--- src/common/tmpal_pkg.sv ---
// constants, register map and types of the temperature alarm and alert logic
package tmpal_pkg;
	// read addresses
	localparam logic [7:0] RD_LOCAL_TEMP        = 8'h00;
	localparam logic [7:0] RD_REMOTE_TEMP       = 8'h01;
	localparam logic [7:0] RD_STATUS            = 8'h02;
	localparam logic [7:0] RD_CONFIG            = 8'h03;
	localparam logic [7:0] RD_LOCAL_HIGH        = 8'h05;
	localparam logic [7:0] RD_LOCAL_LOW         = 8'h06;
	localparam logic [7:0] RD_REMOTE_HIGH       = 8'h07;
	localparam logic [7:0] RD_REMOTE_LOW        = 8'h08;
	localparam logic [7:0] RD_IDENT             = 8'hfe;
	// write addresses
	localparam logic [7:0] WR_CONFIG            = 8'h09;
	localparam logic [7:0] WR_LOCAL_HIGH        = 8'h0b;
	localparam logic [7:0] WR_LOCAL_LOW         = 8'h0c;
	localparam logic [7:0] WR_REMOTE_HIGH       = 8'h0d;
	localparam logic [7:0] WR_REMOTE_LOW        = 8'h0e;
	localparam logic [7:0] WR_SINGLE_CONV       = 8'h0f;
	// shared read and write addresses
	localparam logic [7:0] RW_REMOTE_FAILSAFE   = 8'h19;
	localparam logic [7:0] RW_LOCAL_FAILSAFE    = 8'h20;
	localparam logic [7:0] RW_HYSTERESIS        = 8'h21;
	// reset values
	localparam logic [7:0] RST_CONFIG           = 8'h00;
	localparam logic [7:0] RST_TEMP             = 8'h00;
	localparam logic [7:0] RST_HIGH_LIMIT       = 8'h55;
	localparam logic [7:0] RST_LOW_LIMIT        = 8'h00;
	localparam logic [7:0] RST_FAILSAFE_LIMIT   = 8'h55;
	localparam logic [7:0] RST_HYSTERESIS       = 8'h0a;
	// value of the identification register, arbitrary
	localparam logic [7:0] IDENT_CODE           = 8'h5a;
	// field positions
	localparam int         CFG_STANDBY_BIT      = 6;
	localparam int         CFG_ALERT_MASK_BIT   = 7;
	localparam int         STS_BUSY_BIT         = 7;
	localparam int         STS_LOCAL_HIGH_BIT   = 6;
	localparam int         STS_LOCAL_LOW_BIT    = 5;
	localparam int         STS_REMOTE_HIGH_BIT  = 4;
	localparam int         STS_REMOTE_LOW_BIT   = 3;
	localparam int         STS_OPEN_BIT         = 2;
	localparam int         STS_REMOTE_FS_BIT    = 1;
	localparam int         STS_LOCAL_FS_BIT     = 0;
	// alert response
	localparam logic [6:0] ALERT_RESP_ADDR      = 7'h0c;
	localparam logic [3:0] ADDR_BITS            = 4'h8;
	localparam logic [7:0] UNDER_RANGE_CODE     = 8'h80;
	// channels and timing
	localparam int         CH_LOCAL             = 0;
	localparam int         CH_REMOTE            = 1;
	localparam int         NUM_CH               = 2;
	localparam int         CLK_MHZ              = 100;
	localparam int         CONV_PERIOD_US       = 125000;
	localparam int         CONV_PERIOD_CYC      = CONV_PERIOD_US * CLK_MHZ;

	typedef enum logic [1:0] {
		CONV_IDLE = 2'b01,
		CONV_BUSY = 2'b10
	} tmpal_conv_t;
endpackage

--- src/common/tmpal_cmp_if.sv ---
// limit comparison signals of one temperature channel
`timescale 1ns/1ps
`default_nettype none
interface tmpal_cmp_if;
	logic signed [7:0] temp;
	logic signed [7:0] high_lim;
	logic signed [7:0] low_lim;
	logic signed [7:0] fs_lim;
	logic        [7:0] hyst;
	logic              high_viol;
	logic              low_viol;
	logic              fs_over;
	logic              fs_clear;
	modport ctrl (output temp, high_lim, low_lim, fs_lim, hyst,
		input high_viol, low_viol, fs_over, fs_clear);
	modport cmp (input temp, high_lim, low_lim, fs_lim, hyst,
		output high_viol, low_viol, fs_over, fs_clear);
endinterface
`default_nettype wire

--- src/tmpal_limit_cmp.sv ---
// limit comparators of one temperature channel
`timescale 1ns/1ps
`default_nettype none
module tmpal_limit_cmp (
	// channel values and results
	tmpal_cmp_if.cmp c
);
	logic signed [9:0] release_pt;
	logic signed [9:0] temp_wide;

	// ten bits so that a large hysteresis below -128 cannot wrap round
	always_comb begin
		release_pt = $signed({{2{c.fs_lim[7]}}, c.fs_lim}) - $signed({2'b00, c.hyst});
		temp_wide  = $signed({{2{c.temp[7]}}, c.temp});
		c.high_viol = c.temp > c.high_lim;
		c.low_viol  = c.temp <= c.low_lim;
		c.fs_over   = c.temp > c.fs_lim;
		c.fs_clear  = temp_wide <= release_pt;
	end
endmodule
`default_nettype wire

--- src/tmpal_ara_resp.sv ---
// alert response: shifts the own address out on the data line with arbitration
`timescale 1ns/1ps
`default_nettype none
module tmpal_ara_resp (
	// clock and reset
	input  wire logic       core_clk_i,
	input  wire logic       rst_i,
	// bit timing from the bus front end
	input  wire logic       start_i,
	input  wire logic       drive_i,
	input  wire logic       sample_i,
	input  wire logic       sda_in_i,
	input  wire logic [6:0] dev_addr_i,
	// results
	output logic            sda_oe_o,
	output logic            answered_o,
	output logic            busy_o
);
	logic [7:0] shift;
	logic [3:0] left;

	always_ff @(posedge core_clk_i) begin
		if (rst_i) begin
			busy_o     <= 1'b0;
			sda_oe_o   <= 1'b0;
			answered_o <= 1'b0;
			shift      <= 8'h00;
			left       <= 4'h0;
		end else begin
			answered_o <= 1'b0;
			if (start_i) begin
				busy_o   <= 1'b1;
				shift    <= {dev_addr_i, 1'b1};
				left     <= tmpal_pkg::ADDR_BITS;
				sda_oe_o <= 1'b0;
			end else if (busy_o && drive_i) begin
				sda_oe_o <= ~shift[7];
			end else if (busy_o && sample_i) begin
				// a released one read back as zero: a lower address won
				if (!sda_oe_o && !sda_in_i) begin
					busy_o   <= 1'b0;
					sda_oe_o <= 1'b0;
				end else begin
					shift <= {shift[6:0], 1'b0};
					left  <= left - 4'h1;
					if (left == 4'h1) begin
						busy_o     <= 1'b0;
						sda_oe_o   <= 1'b0;
						answered_o <= 1'b1;
					end
				end
			end
		end
	end
endmodule
`default_nettype wire

--- src/tmpal_top.sv ---
// alarm, alert and fail-safe logic of a two-channel temperature monitor
//
// Function
// - alert pin goes low on any out-of-limit value or open remote diode.
// - an alerting device answers with its seven-bit address plus a one.
// - simultaneous answers arbitrate; lowest address wins, losers withdraw.
// - after answering, alert releases only if its cause has gone.
// - configuration bit 6 clear runs normally, set enters standby.
// - entering standby aborts a periodic conversion and discards its partial result.
// - register reads and writes keep working in standby.
// - a write to 0Fh in standby converts both channels once.
// - limits rewritten in standby still raise alert against stored values.
// - alert when a temperature is at or below its low limit.
// - alert when a temperature is above its high limit.
// - no alert for a temperature strictly between its limits.
// - fail-safe pin goes low when a temperature exceeds its fail-safe limit.
// - alert is maskable; fail-safe output has no mask.
// - one shared hysteresis value, resets to ten degrees, always writable.
// - hysteresis is unsigned, one degree per step.
// - open-diode detector is sampled at conversion start into status bit 2.
// - remote value below range reads as code 80h, minus 128.
// - minus 128 always alerts because the low check includes equality.
// - any write to the single-conversion address triggers; data is ignored.
// - registers decode distinct read and write addresses, except the fail-safe limits and hysteresis, which share one.
`timescale 1ns/1ps
`default_nettype none
module tmpal_top #(
	parameter int       CONV_CYC = tmpal_pkg::CONV_PERIOD_CYC,
	parameter bit [6:0] DEV_ADDR = 7'h2a
) (
	// clock and reset
	input  wire logic       core_clk_i,
	input  wire logic       rst_i,
	// register access from the serial bus front end
	input  wire logic [7:0] reg_addr_i,
	input  wire logic       reg_wr_i,
	input  wire logic [7:0] reg_wdata_i,
	input  wire logic       reg_rd_i,
	output logic      [7:0] reg_rdata_o,
	// alert response on the serial data line
	input  wire logic [6:0] bus_addr_i,
	input  wire logic       bus_addr_rd_i,
	input  wire logic       bit_drive_i,
	input  wire logic       bit_sample_i,
	input  wire logic       serial_data_line_i,
	output logic            serial_data_line_o,
	output logic            serial_data_line_oe_o,
	// converter
	input  wire logic       conv_done_i,
	input  wire logic [7:0] local_meas_i,
	input  wire logic [7:0] remote_meas_i,
	input  wire logic       remote_under_range_i,
	input  wire logic       open_fault_i,
	output logic            conv_start_o,
	output logic            conv_abort_o,
	// alarm pins and mode
	output logic            alert_n_o,
	output logic            alert_oe_o,
	output logic            failsafe_overtemp_n_o,
	output logic            failsafe_overtemp_oe_o,
	output logic            standby_o
);
	localparam int CH_L = tmpal_pkg::CH_LOCAL;
	localparam int CH_R = tmpal_pkg::CH_REMOTE;
	localparam logic [23:0] PERIOD_LAST = 24'(CONV_CYC - 1);

	logic [7:0]  cfg;
	logic [7:0]  high_lim [tmpal_pkg::NUM_CH];
	logic [7:0]  low_lim  [tmpal_pkg::NUM_CH];
	logic [7:0]  fs_lim   [tmpal_pkg::NUM_CH];
	logic [7:0]  temp     [tmpal_pkg::NUM_CH];
	logic [7:0]  hyst;
	logic        open_flag;
	logic        single_pend;
	logic        single_run;
	logic [23:0] period_cnt;
	tmpal_pkg::tmpal_conv_t state;
	logic        alert_act;
	logic        next_alert;
	logic [1:0]  fs_act;
	logic [1:0]  next_fs_act;
	logic [1:0]  high_v;
	logic [1:0]  low_v;
	logic [1:0]  fs_over;
	logic [1:0]  fs_clear;
	logic        cond;
	logic        mask;
	logic        standby;
	logic        wr_single;
	logic        start_req;
	logic        ara_start;
	logic        answered;
	logic        ara_oe;
	logic        ara_busy;

	assign mask      = cfg[tmpal_pkg::CFG_ALERT_MASK_BIT];
	assign standby   = cfg[tmpal_pkg::CFG_STANDBY_BIT];
	assign wr_single = reg_wr_i && reg_addr_i == tmpal_pkg::WR_SINGLE_CONV;
	assign start_req = (!standby && period_cnt == PERIOD_LAST) || single_pend;

	// one comparator per channel, evaluated on stored values all the time
	tmpal_cmp_if cmp_bus [tmpal_pkg::NUM_CH] ();
	for (genvar i = 0; i < tmpal_pkg::NUM_CH; i++) begin : g_ch
		assign cmp_bus[i].temp     = temp[i];
		assign cmp_bus[i].high_lim = high_lim[i];
		assign cmp_bus[i].low_lim  = low_lim[i];
		assign cmp_bus[i].fs_lim   = fs_lim[i];
		assign cmp_bus[i].hyst     = hyst;
		assign high_v[i]   = cmp_bus[i].high_viol;
		assign low_v[i]    = cmp_bus[i].low_viol;
		assign fs_over[i]  = cmp_bus[i].fs_over;
		assign fs_clear[i] = cmp_bus[i].fs_clear;
		tmpal_limit_cmp u_cmp (
			.c (cmp_bus[i])
		);
	end

	// register writes; the bus keeps working in standby
	always_ff @(posedge core_clk_i) begin
		if (rst_i) begin
			cfg            <= tmpal_pkg::RST_CONFIG;
			high_lim[CH_L] <= tmpal_pkg::RST_HIGH_LIMIT;
			high_lim[CH_R] <= tmpal_pkg::RST_HIGH_LIMIT;
			low_lim[CH_L]  <= tmpal_pkg::RST_LOW_LIMIT;
			low_lim[CH_R]  <= tmpal_pkg::RST_LOW_LIMIT;
			fs_lim[CH_L]   <= tmpal_pkg::RST_FAILSAFE_LIMIT;
			fs_lim[CH_R]   <= tmpal_pkg::RST_FAILSAFE_LIMIT;
			hyst           <= tmpal_pkg::RST_HYSTERESIS;
		end else if (reg_wr_i) begin
			unique case (reg_addr_i)
				tmpal_pkg::WR_CONFIG:          cfg            <= reg_wdata_i;
				tmpal_pkg::WR_LOCAL_HIGH:      high_lim[CH_L] <= reg_wdata_i;
				tmpal_pkg::WR_LOCAL_LOW:       low_lim[CH_L]  <= reg_wdata_i;
				tmpal_pkg::WR_REMOTE_HIGH:     high_lim[CH_R] <= reg_wdata_i;
				tmpal_pkg::WR_REMOTE_LOW:      low_lim[CH_R]  <= reg_wdata_i;
				tmpal_pkg::RW_LOCAL_FAILSAFE:  fs_lim[CH_L]   <= reg_wdata_i;
				tmpal_pkg::RW_REMOTE_FAILSAFE: fs_lim[CH_R]   <= reg_wdata_i;
				tmpal_pkg::RW_HYSTERESIS:      hyst           <= reg_wdata_i;
				default: ;
			endcase
		end
	end

	// register reads; unmapped and write-only addresses read as zero
	always_ff @(posedge core_clk_i) begin
		if (rst_i) begin
			reg_rdata_o <= 8'h00;
		end else if (reg_rd_i) begin
			unique case (reg_addr_i)
				tmpal_pkg::RD_LOCAL_TEMP:      reg_rdata_o <= temp[CH_L];
				tmpal_pkg::RD_REMOTE_TEMP:     reg_rdata_o <= temp[CH_R];
				tmpal_pkg::RD_STATUS:          reg_rdata_o <= {state == tmpal_pkg::CONV_BUSY,
					high_v[CH_L], low_v[CH_L], high_v[CH_R], low_v[CH_R], open_flag,
					fs_act[CH_R], fs_act[CH_L]};
				tmpal_pkg::RD_CONFIG:          reg_rdata_o <= cfg;
				tmpal_pkg::RD_LOCAL_HIGH:      reg_rdata_o <= high_lim[CH_L];
				tmpal_pkg::RD_LOCAL_LOW:       reg_rdata_o <= low_lim[CH_L];
				tmpal_pkg::RD_REMOTE_HIGH:     reg_rdata_o <= high_lim[CH_R];
				tmpal_pkg::RD_REMOTE_LOW:      reg_rdata_o <= low_lim[CH_R];
				tmpal_pkg::RW_LOCAL_FAILSAFE:  reg_rdata_o <= fs_lim[CH_L];
				tmpal_pkg::RW_REMOTE_FAILSAFE: reg_rdata_o <= fs_lim[CH_R];
				tmpal_pkg::RW_HYSTERESIS:      reg_rdata_o <= hyst;
				tmpal_pkg::RD_IDENT:           reg_rdata_o <= tmpal_pkg::IDENT_CODE;
				default:                       reg_rdata_o <= 8'h00;
			endcase
		end
	end

	// conversion rate divider, cleared while in standby
	always_ff @(posedge core_clk_i) begin
		if (rst_i || standby || period_cnt == PERIOD_LAST) begin
			period_cnt <= 24'h000000;
		end else begin
			period_cnt <= period_cnt + 24'h000001;
		end
	end

	// a single-conversion request waits until the converter is idle
	always_ff @(posedge core_clk_i) begin
		if (rst_i) begin
			single_pend <= 1'b0;
		end else if (wr_single) begin
			single_pend <= 1'b1;
		end else if (state == tmpal_pkg::CONV_IDLE) begin
			single_pend <= 1'b0;
		end
	end

	// conversion sequencer
	always_ff @(posedge core_clk_i) begin
		if (rst_i) begin
			state        <= tmpal_pkg::CONV_IDLE;
			single_run   <= 1'b0;
			conv_start_o <= 1'b0;
			conv_abort_o <= 1'b0;
			open_flag    <= 1'b0;
			temp[CH_L]   <= tmpal_pkg::RST_TEMP;
			temp[CH_R]   <= tmpal_pkg::RST_TEMP;
		end else begin
			conv_start_o <= 1'b0;
			conv_abort_o <= 1'b0;
			unique case (state)
				tmpal_pkg::CONV_IDLE: begin
					if (start_req) begin
						state        <= tmpal_pkg::CONV_BUSY;
						single_run   <= single_pend;
						conv_start_o <= 1'b1;
						open_flag    <= open_fault_i;
					end
				end
				tmpal_pkg::CONV_BUSY: begin
					if (standby && !single_run) begin
						// partial result is dropped, stored values stay
						state        <= tmpal_pkg::CONV_IDLE;
						conv_abort_o <= 1'b1;
					end else if (conv_done_i) begin
						state      <= tmpal_pkg::CONV_IDLE;
						single_run <= 1'b0;
						temp[CH_L] <= local_meas_i;
						temp[CH_R] <= remote_under_range_i ?
							tmpal_pkg::UNDER_RANGE_CODE : remote_meas_i;
					end
				end
			endcase
		end
	end

	// alert latch: set beats the release after an alert response
	assign cond = |(high_v | low_v) || open_flag;
	always_comb begin
		next_alert = alert_act;
		if (cond && !mask) begin
			next_alert = 1'b1;
		end else if (mask || (answered && !cond)) begin
			next_alert = 1'b0;
		end
	end

	// fail-safe per channel with shared hysteresis, never masked
	always_comb begin
		for (int i = 0; i < tmpal_pkg::NUM_CH; i++) begin
			next_fs_act[i] = fs_act[i];
			if (fs_over[i]) begin
				next_fs_act[i] = 1'b1;
			end else if (fs_clear[i]) begin
				next_fs_act[i] = 1'b0;
			end
		end
	end

	always_ff @(posedge core_clk_i) begin
		if (rst_i) begin
			alert_act              <= 1'b0;
			alert_n_o              <= 1'b1;
			alert_oe_o             <= 1'b0;
			fs_act                 <= 2'b00;
			failsafe_overtemp_n_o  <= 1'b1;
			failsafe_overtemp_oe_o <= 1'b0;
			standby_o              <= 1'b0;
			serial_data_line_o     <= 1'b0;
		end else begin
			alert_act              <= next_alert;
			alert_n_o              <= ~next_alert;
			alert_oe_o             <= next_alert;
			fs_act                 <= next_fs_act;
			failsafe_overtemp_n_o  <= ~|next_fs_act;
			failsafe_overtemp_oe_o <= |next_fs_act;
			standby_o              <= standby;
			serial_data_line_o     <= 1'b0;
		end
	end

	// answer the alert response address only while alerting
	assign ara_start = bus_addr_rd_i && bus_addr_i == tmpal_pkg::ALERT_RESP_ADDR
		&& alert_act;

	tmpal_ara_resp u_ara (
		.core_clk_i (core_clk_i),
		.rst_i      (rst_i),
		.start_i    (ara_start),
		.drive_i    (bit_drive_i),
		.sample_i   (bit_sample_i),
		.sda_in_i   (serial_data_line_i),
		.dev_addr_i (DEV_ADDR),
		.sda_oe_o   (ara_oe),
		.answered_o (answered),
		.busy_o     (ara_busy)
	);
	assign serial_data_line_oe_o = ara_oe;

	logic fs_release_ok;
	assign fs_release_ok = (!fs_act[0] || fs_clear[0]) && (!fs_act[1] || fs_clear[1]);
endmodule
`default_nettype wire

--- config.mk ---
export PLATFORM = sky130hd
export DESIGN_NAME = tmpal_top
export DESIGN_NICKNAME = d
export VERILOG_FILES = /design/src/common/tmpal_pkg.sv /design/src/common/tmpal_cmp_if.sv /design/src/tmpal_limit_cmp.sv /design/src/tmpal_ara_resp.sv /design/src/tmpal_top.sv
export SDC_FILE = /design/constraint.sdc
export NUM_CORES = 1
export LEC_CHECK = 0
export ABC_AREA = 1
export ABC_CLOCK_PERIOD_IN_PS = 3400
export BUFFER_PORTS_ARGS = -buffer_cell sky130_fd_sc_hd__buf_2
export CORE_ASPECT_RATIO = 0.6
export CORE_MARGIN = 2
export CORE_UTILIZATION = 61
export CTS_BUF_LIST = sky130_fd_sc_hd__clkbuf_16
export DETAILED_ROUTE_END_ITERATION = 16
export PLACE_DENSITY_LB_ADDON = 0.12
export RECOVER_POWER = 100
export SLEW_MARGIN = 20
export SYNTH_ARGS = -nofsm -noshare
export SYNTH_HDL_FRONTEND = slang
export SYNTH_SLANG_ARGS = --single-unit
export TNS_END_PERCENT = 20
--- constraint.sdc ---
create_clock -name core_clk_i -period 3.4 [get_ports core_clk_i]
set_input_delay 0.34 -clock core_clk_i [delete_from_list [all_inputs] [get_ports core_clk_i]]
set_output_delay 0.34 -clock core_clk_i [all_outputs]
set_load 0.02 [all_outputs]
==> metrics.yaml <==
floorplanning:
  num_rows: 34
  coreArea_um2: 14300
  die_h_um: 97.4
  pin_count: 67
  die-area_um2: 15500
  start_util: 0.618
  die_x_um: 160
drt:
  route.detailed.drc: 0
  drt-initial-drc-count: 1211
  vias: 8411
  firstDrtPassIters: 7
  routed_wl_um: 28500
  avgViaCountPerCell: 5.77
  ant_nets: 0
  wl_per_cell_um: 19.5
grt:
  grt_pass1_vias: 7614
  antenna_found_initial: 0
  grt_util_all_layers: 0.375
  grt_max_degree: 29
  gr-total-overflow: 0
  grt_pass1_wl_um: 43400
outcome:
  status: "completed"
timing:
  setup_viol: 0
  max_slew_margin: 0.0759
  hold_ws_ns: 0.164
  tns_ns: 0
  setup_ws_ns: 0.369
  rsz0062_at_grt: "no"
  worst_pin_slew_ns: 1.38
  max_freq_mhz: 330
  final-hold-violation-count: 0
  drv_slew: 0
  fin_crit_sh: 0.891
  min_period_ns: 3.03
  finClkSkew_ns: 0.0153
critical_path:
  cpMostUsedCell: "nand4_1"
  worstPathArrival_ns: 3.35
  worstPathCellList: "inv_1, ha_1, fa_1, o21ai_0, nand4_1, o311ai_0, xor2_1, ha_1, nand2_1, nor2_1, o211ai_1, nand4_1, nand4_1, nand2_1, o21ai_0"
  critPathKind: "reg2reg"
  worst_setup_path_start_kind: "flop"
  endpoint_kind: "flop"
  crit_slowest_cell: "fa_1"
  cp_max_fo: 3
  crit_required_ns: 3.72
  slowest_delay_ns: 0.41
cts:
  cts_sinks: 141
  cts-buffers-inserted: 17
  cts-resized-gates: 0
  clkTransAtPathRegs_ns: 0.07
  cts_buffer_depth: 2
  insertion_delay_ns: 0.44
  htree_levels: 4
  ctsHoldBuffers: 0
  cts_root_buf: "clkbuf_16"
  cts_tree: "done"
  cts_setup_buffers: 0
final_layout:
  area_growth_pct: 11.9
  stdcell_count: 1457
  finalNetCount: 1387
  diodes: 0
  utilization: 0.692
  final_layout_size_suffix_gt1_frac: 0.0778
power_and_ir_drop:
  power.density_nw_per_um2: 425
  p_leak_nw: 4.52
  vdd_drop_max_mv: 0.270
synth:
  syn_inst: 1170
  synthAdderAreaFrac: 0.130
  synth_edf_count: 64
  synth.avg_cell_area_um2: 7.58
  synth_seq_cells: 141
  synth_nets: 1311
  ys_warn_count: 0
  synth_top_family_by_area: "simple AND/OR/NAND/NOR gates"
  synth-xor-area-share: 0.0188
  synth_compound_area_frac: 0.112
  synth_top_flop_cell: "dfxtp_1"
  synthMuxAreaShare: 0
  synth-simple-area-share: 0.258
  syn-cell-area_um2: 8860
  yosysSeqAreaShare: 0.391
  synth-async-reset-ratio: 0
  synth_cell_type_count: 46
min_path:
  min_path_type: "in2reg"
flow_run:
  drv_cap: 0
placed_design:
  dp_cells: 1425
  globalplace.congestion: 1.06
  dp_hpwl_um: 22200
  pre_cts_ws_ns: 0.413
  port_buffers: 65
-- worst paths after layout --
check                       from               endpoint  slack [ns]  depth (start not counted)
hold reg to reg    u_ara.left[1]          u_ara.left[1]        0.46                          2
hold / removal    reg_wdata_i[3]     cmp_bus[0].hyst[3]        0.16                          3
setup / recovery    fs_lim[0][8]  failsafe_overtemp_n_o        0.37                         15
setup reg to reg    fs_lim[0][8]  failsafe_overtemp_n_o        0.37                         15
-- metrics by stage --
step                total power, mW  cell area (µm²)
floorplan                      2.21             8860
global placement               2.37             9410
detailed placement             2.39             9410
CTS                            4.19             9980
global route                   4.34             9920
finish                         4.21             9920
-- worst max-delay path: cells and delay by family (launching register included) --
family / cells / cell delay (ns)
xor gates and xnor gates: 1 / 0.16
adders and majority gates: 3 / 0.97
and+or+nand+nor: 6 / 0.68
AOI/OAI and AO/OA: 4 / 0.71
DFF: 1 / 0.36
buffers and inverters: 1 / 0.06
-- cell usage after synthesis (all sizes together), types with 8 or more instances --
cell / n / area [µm²]
buf: 11 / 55.1
ha: 89 / 1110
nand3: 55 / 288
nand2: 250 / 943
a21oi: 99 / 499
o21a: 8 / 60.1
edfxtp: 64 / 1920
nor2: 155 / 612
xor2: 15 / 131
o21ai: 56 / 280
nor3: 21 / 131
inv: 188 / 706
nand4: 31 / 194
dfxtp: 77 / 1540
-- final cells by class --
cell class / count / area [µm²]
Clock buffer: 17 / 425
Fill cell: 1239 / 4420
Timing Repair Buffer: 73 / 338
Tap cell: 198 / 248
Sequential cell: 141 / 3460
Inverter: 190 / 713
Clock inverter: 15 / 141
Multi-Input combinational cell: 823 / 4590
-- sequential cells by signal (all words and copies together) (netlist names), 2 cells and up --
name,flops
period_cnt,24
fs_lim,16
high_lim,16
low_lim,16
temp,16
cfg,8
cmp_bus.hyst,8
reg_rdata_o,8
u_ara.shift,8
u_ara.left,4
fs_act,2
state,2
-- placed cells by master, fill, tap and decap left out, types with 5 or more instances in the layout --
cell type	instances
inv_6	6
or2_2	5
clkbuf_1	26
o21a_1	8
buf_2	45
nand4_1	31
clkbuf_16	17
a21oi_1	98
ha_1	89
o21ai_0	56
dfxtp_1	77
edfxtp_1	64
nor2_1	151
xor2_1	15
inv_1	186
nor3_1	18
nand3_1	54
nand2_1	248
o211ai_1	5
-- power breakdown --
| group | internal, mW | leakage (nW) | switching, mW |
|---|---|---|---|
| registers | 1.82 | 1.25 | 0.0646 |
| logic | 0.166 | 2.98 | 0.318 |
| clock network | 0.973 | 0.286 | 0.868 |
-- logic make-up (layout without fill, tap and decap cells) --
group / count (synthesis) / count (layout)
and+or+nand+nor: 529 / 529
AOI/OAI and AO/OA: 183 / 183
xor gates and xnor gates: 19 / 19
other: 1 / 1
adders and majority gates: 91 / 91
DFF: 141 / 141
buffers and inverters: 206 / 295
-- metal layers --
layer / part of all wire / vias to the layer above / GRT usage
met5: 0.0027 / - / 0.0390
met4: 0.018 / 2 / 0.0748
met3: 0.16 / 58 / 0.160
met2: 0.35 / 542 / 0.475
met1: 0.47 / 3801 / 0.578
li1: - / 4008 / -
Note: power is estimated with default switching activity, not from simulation.
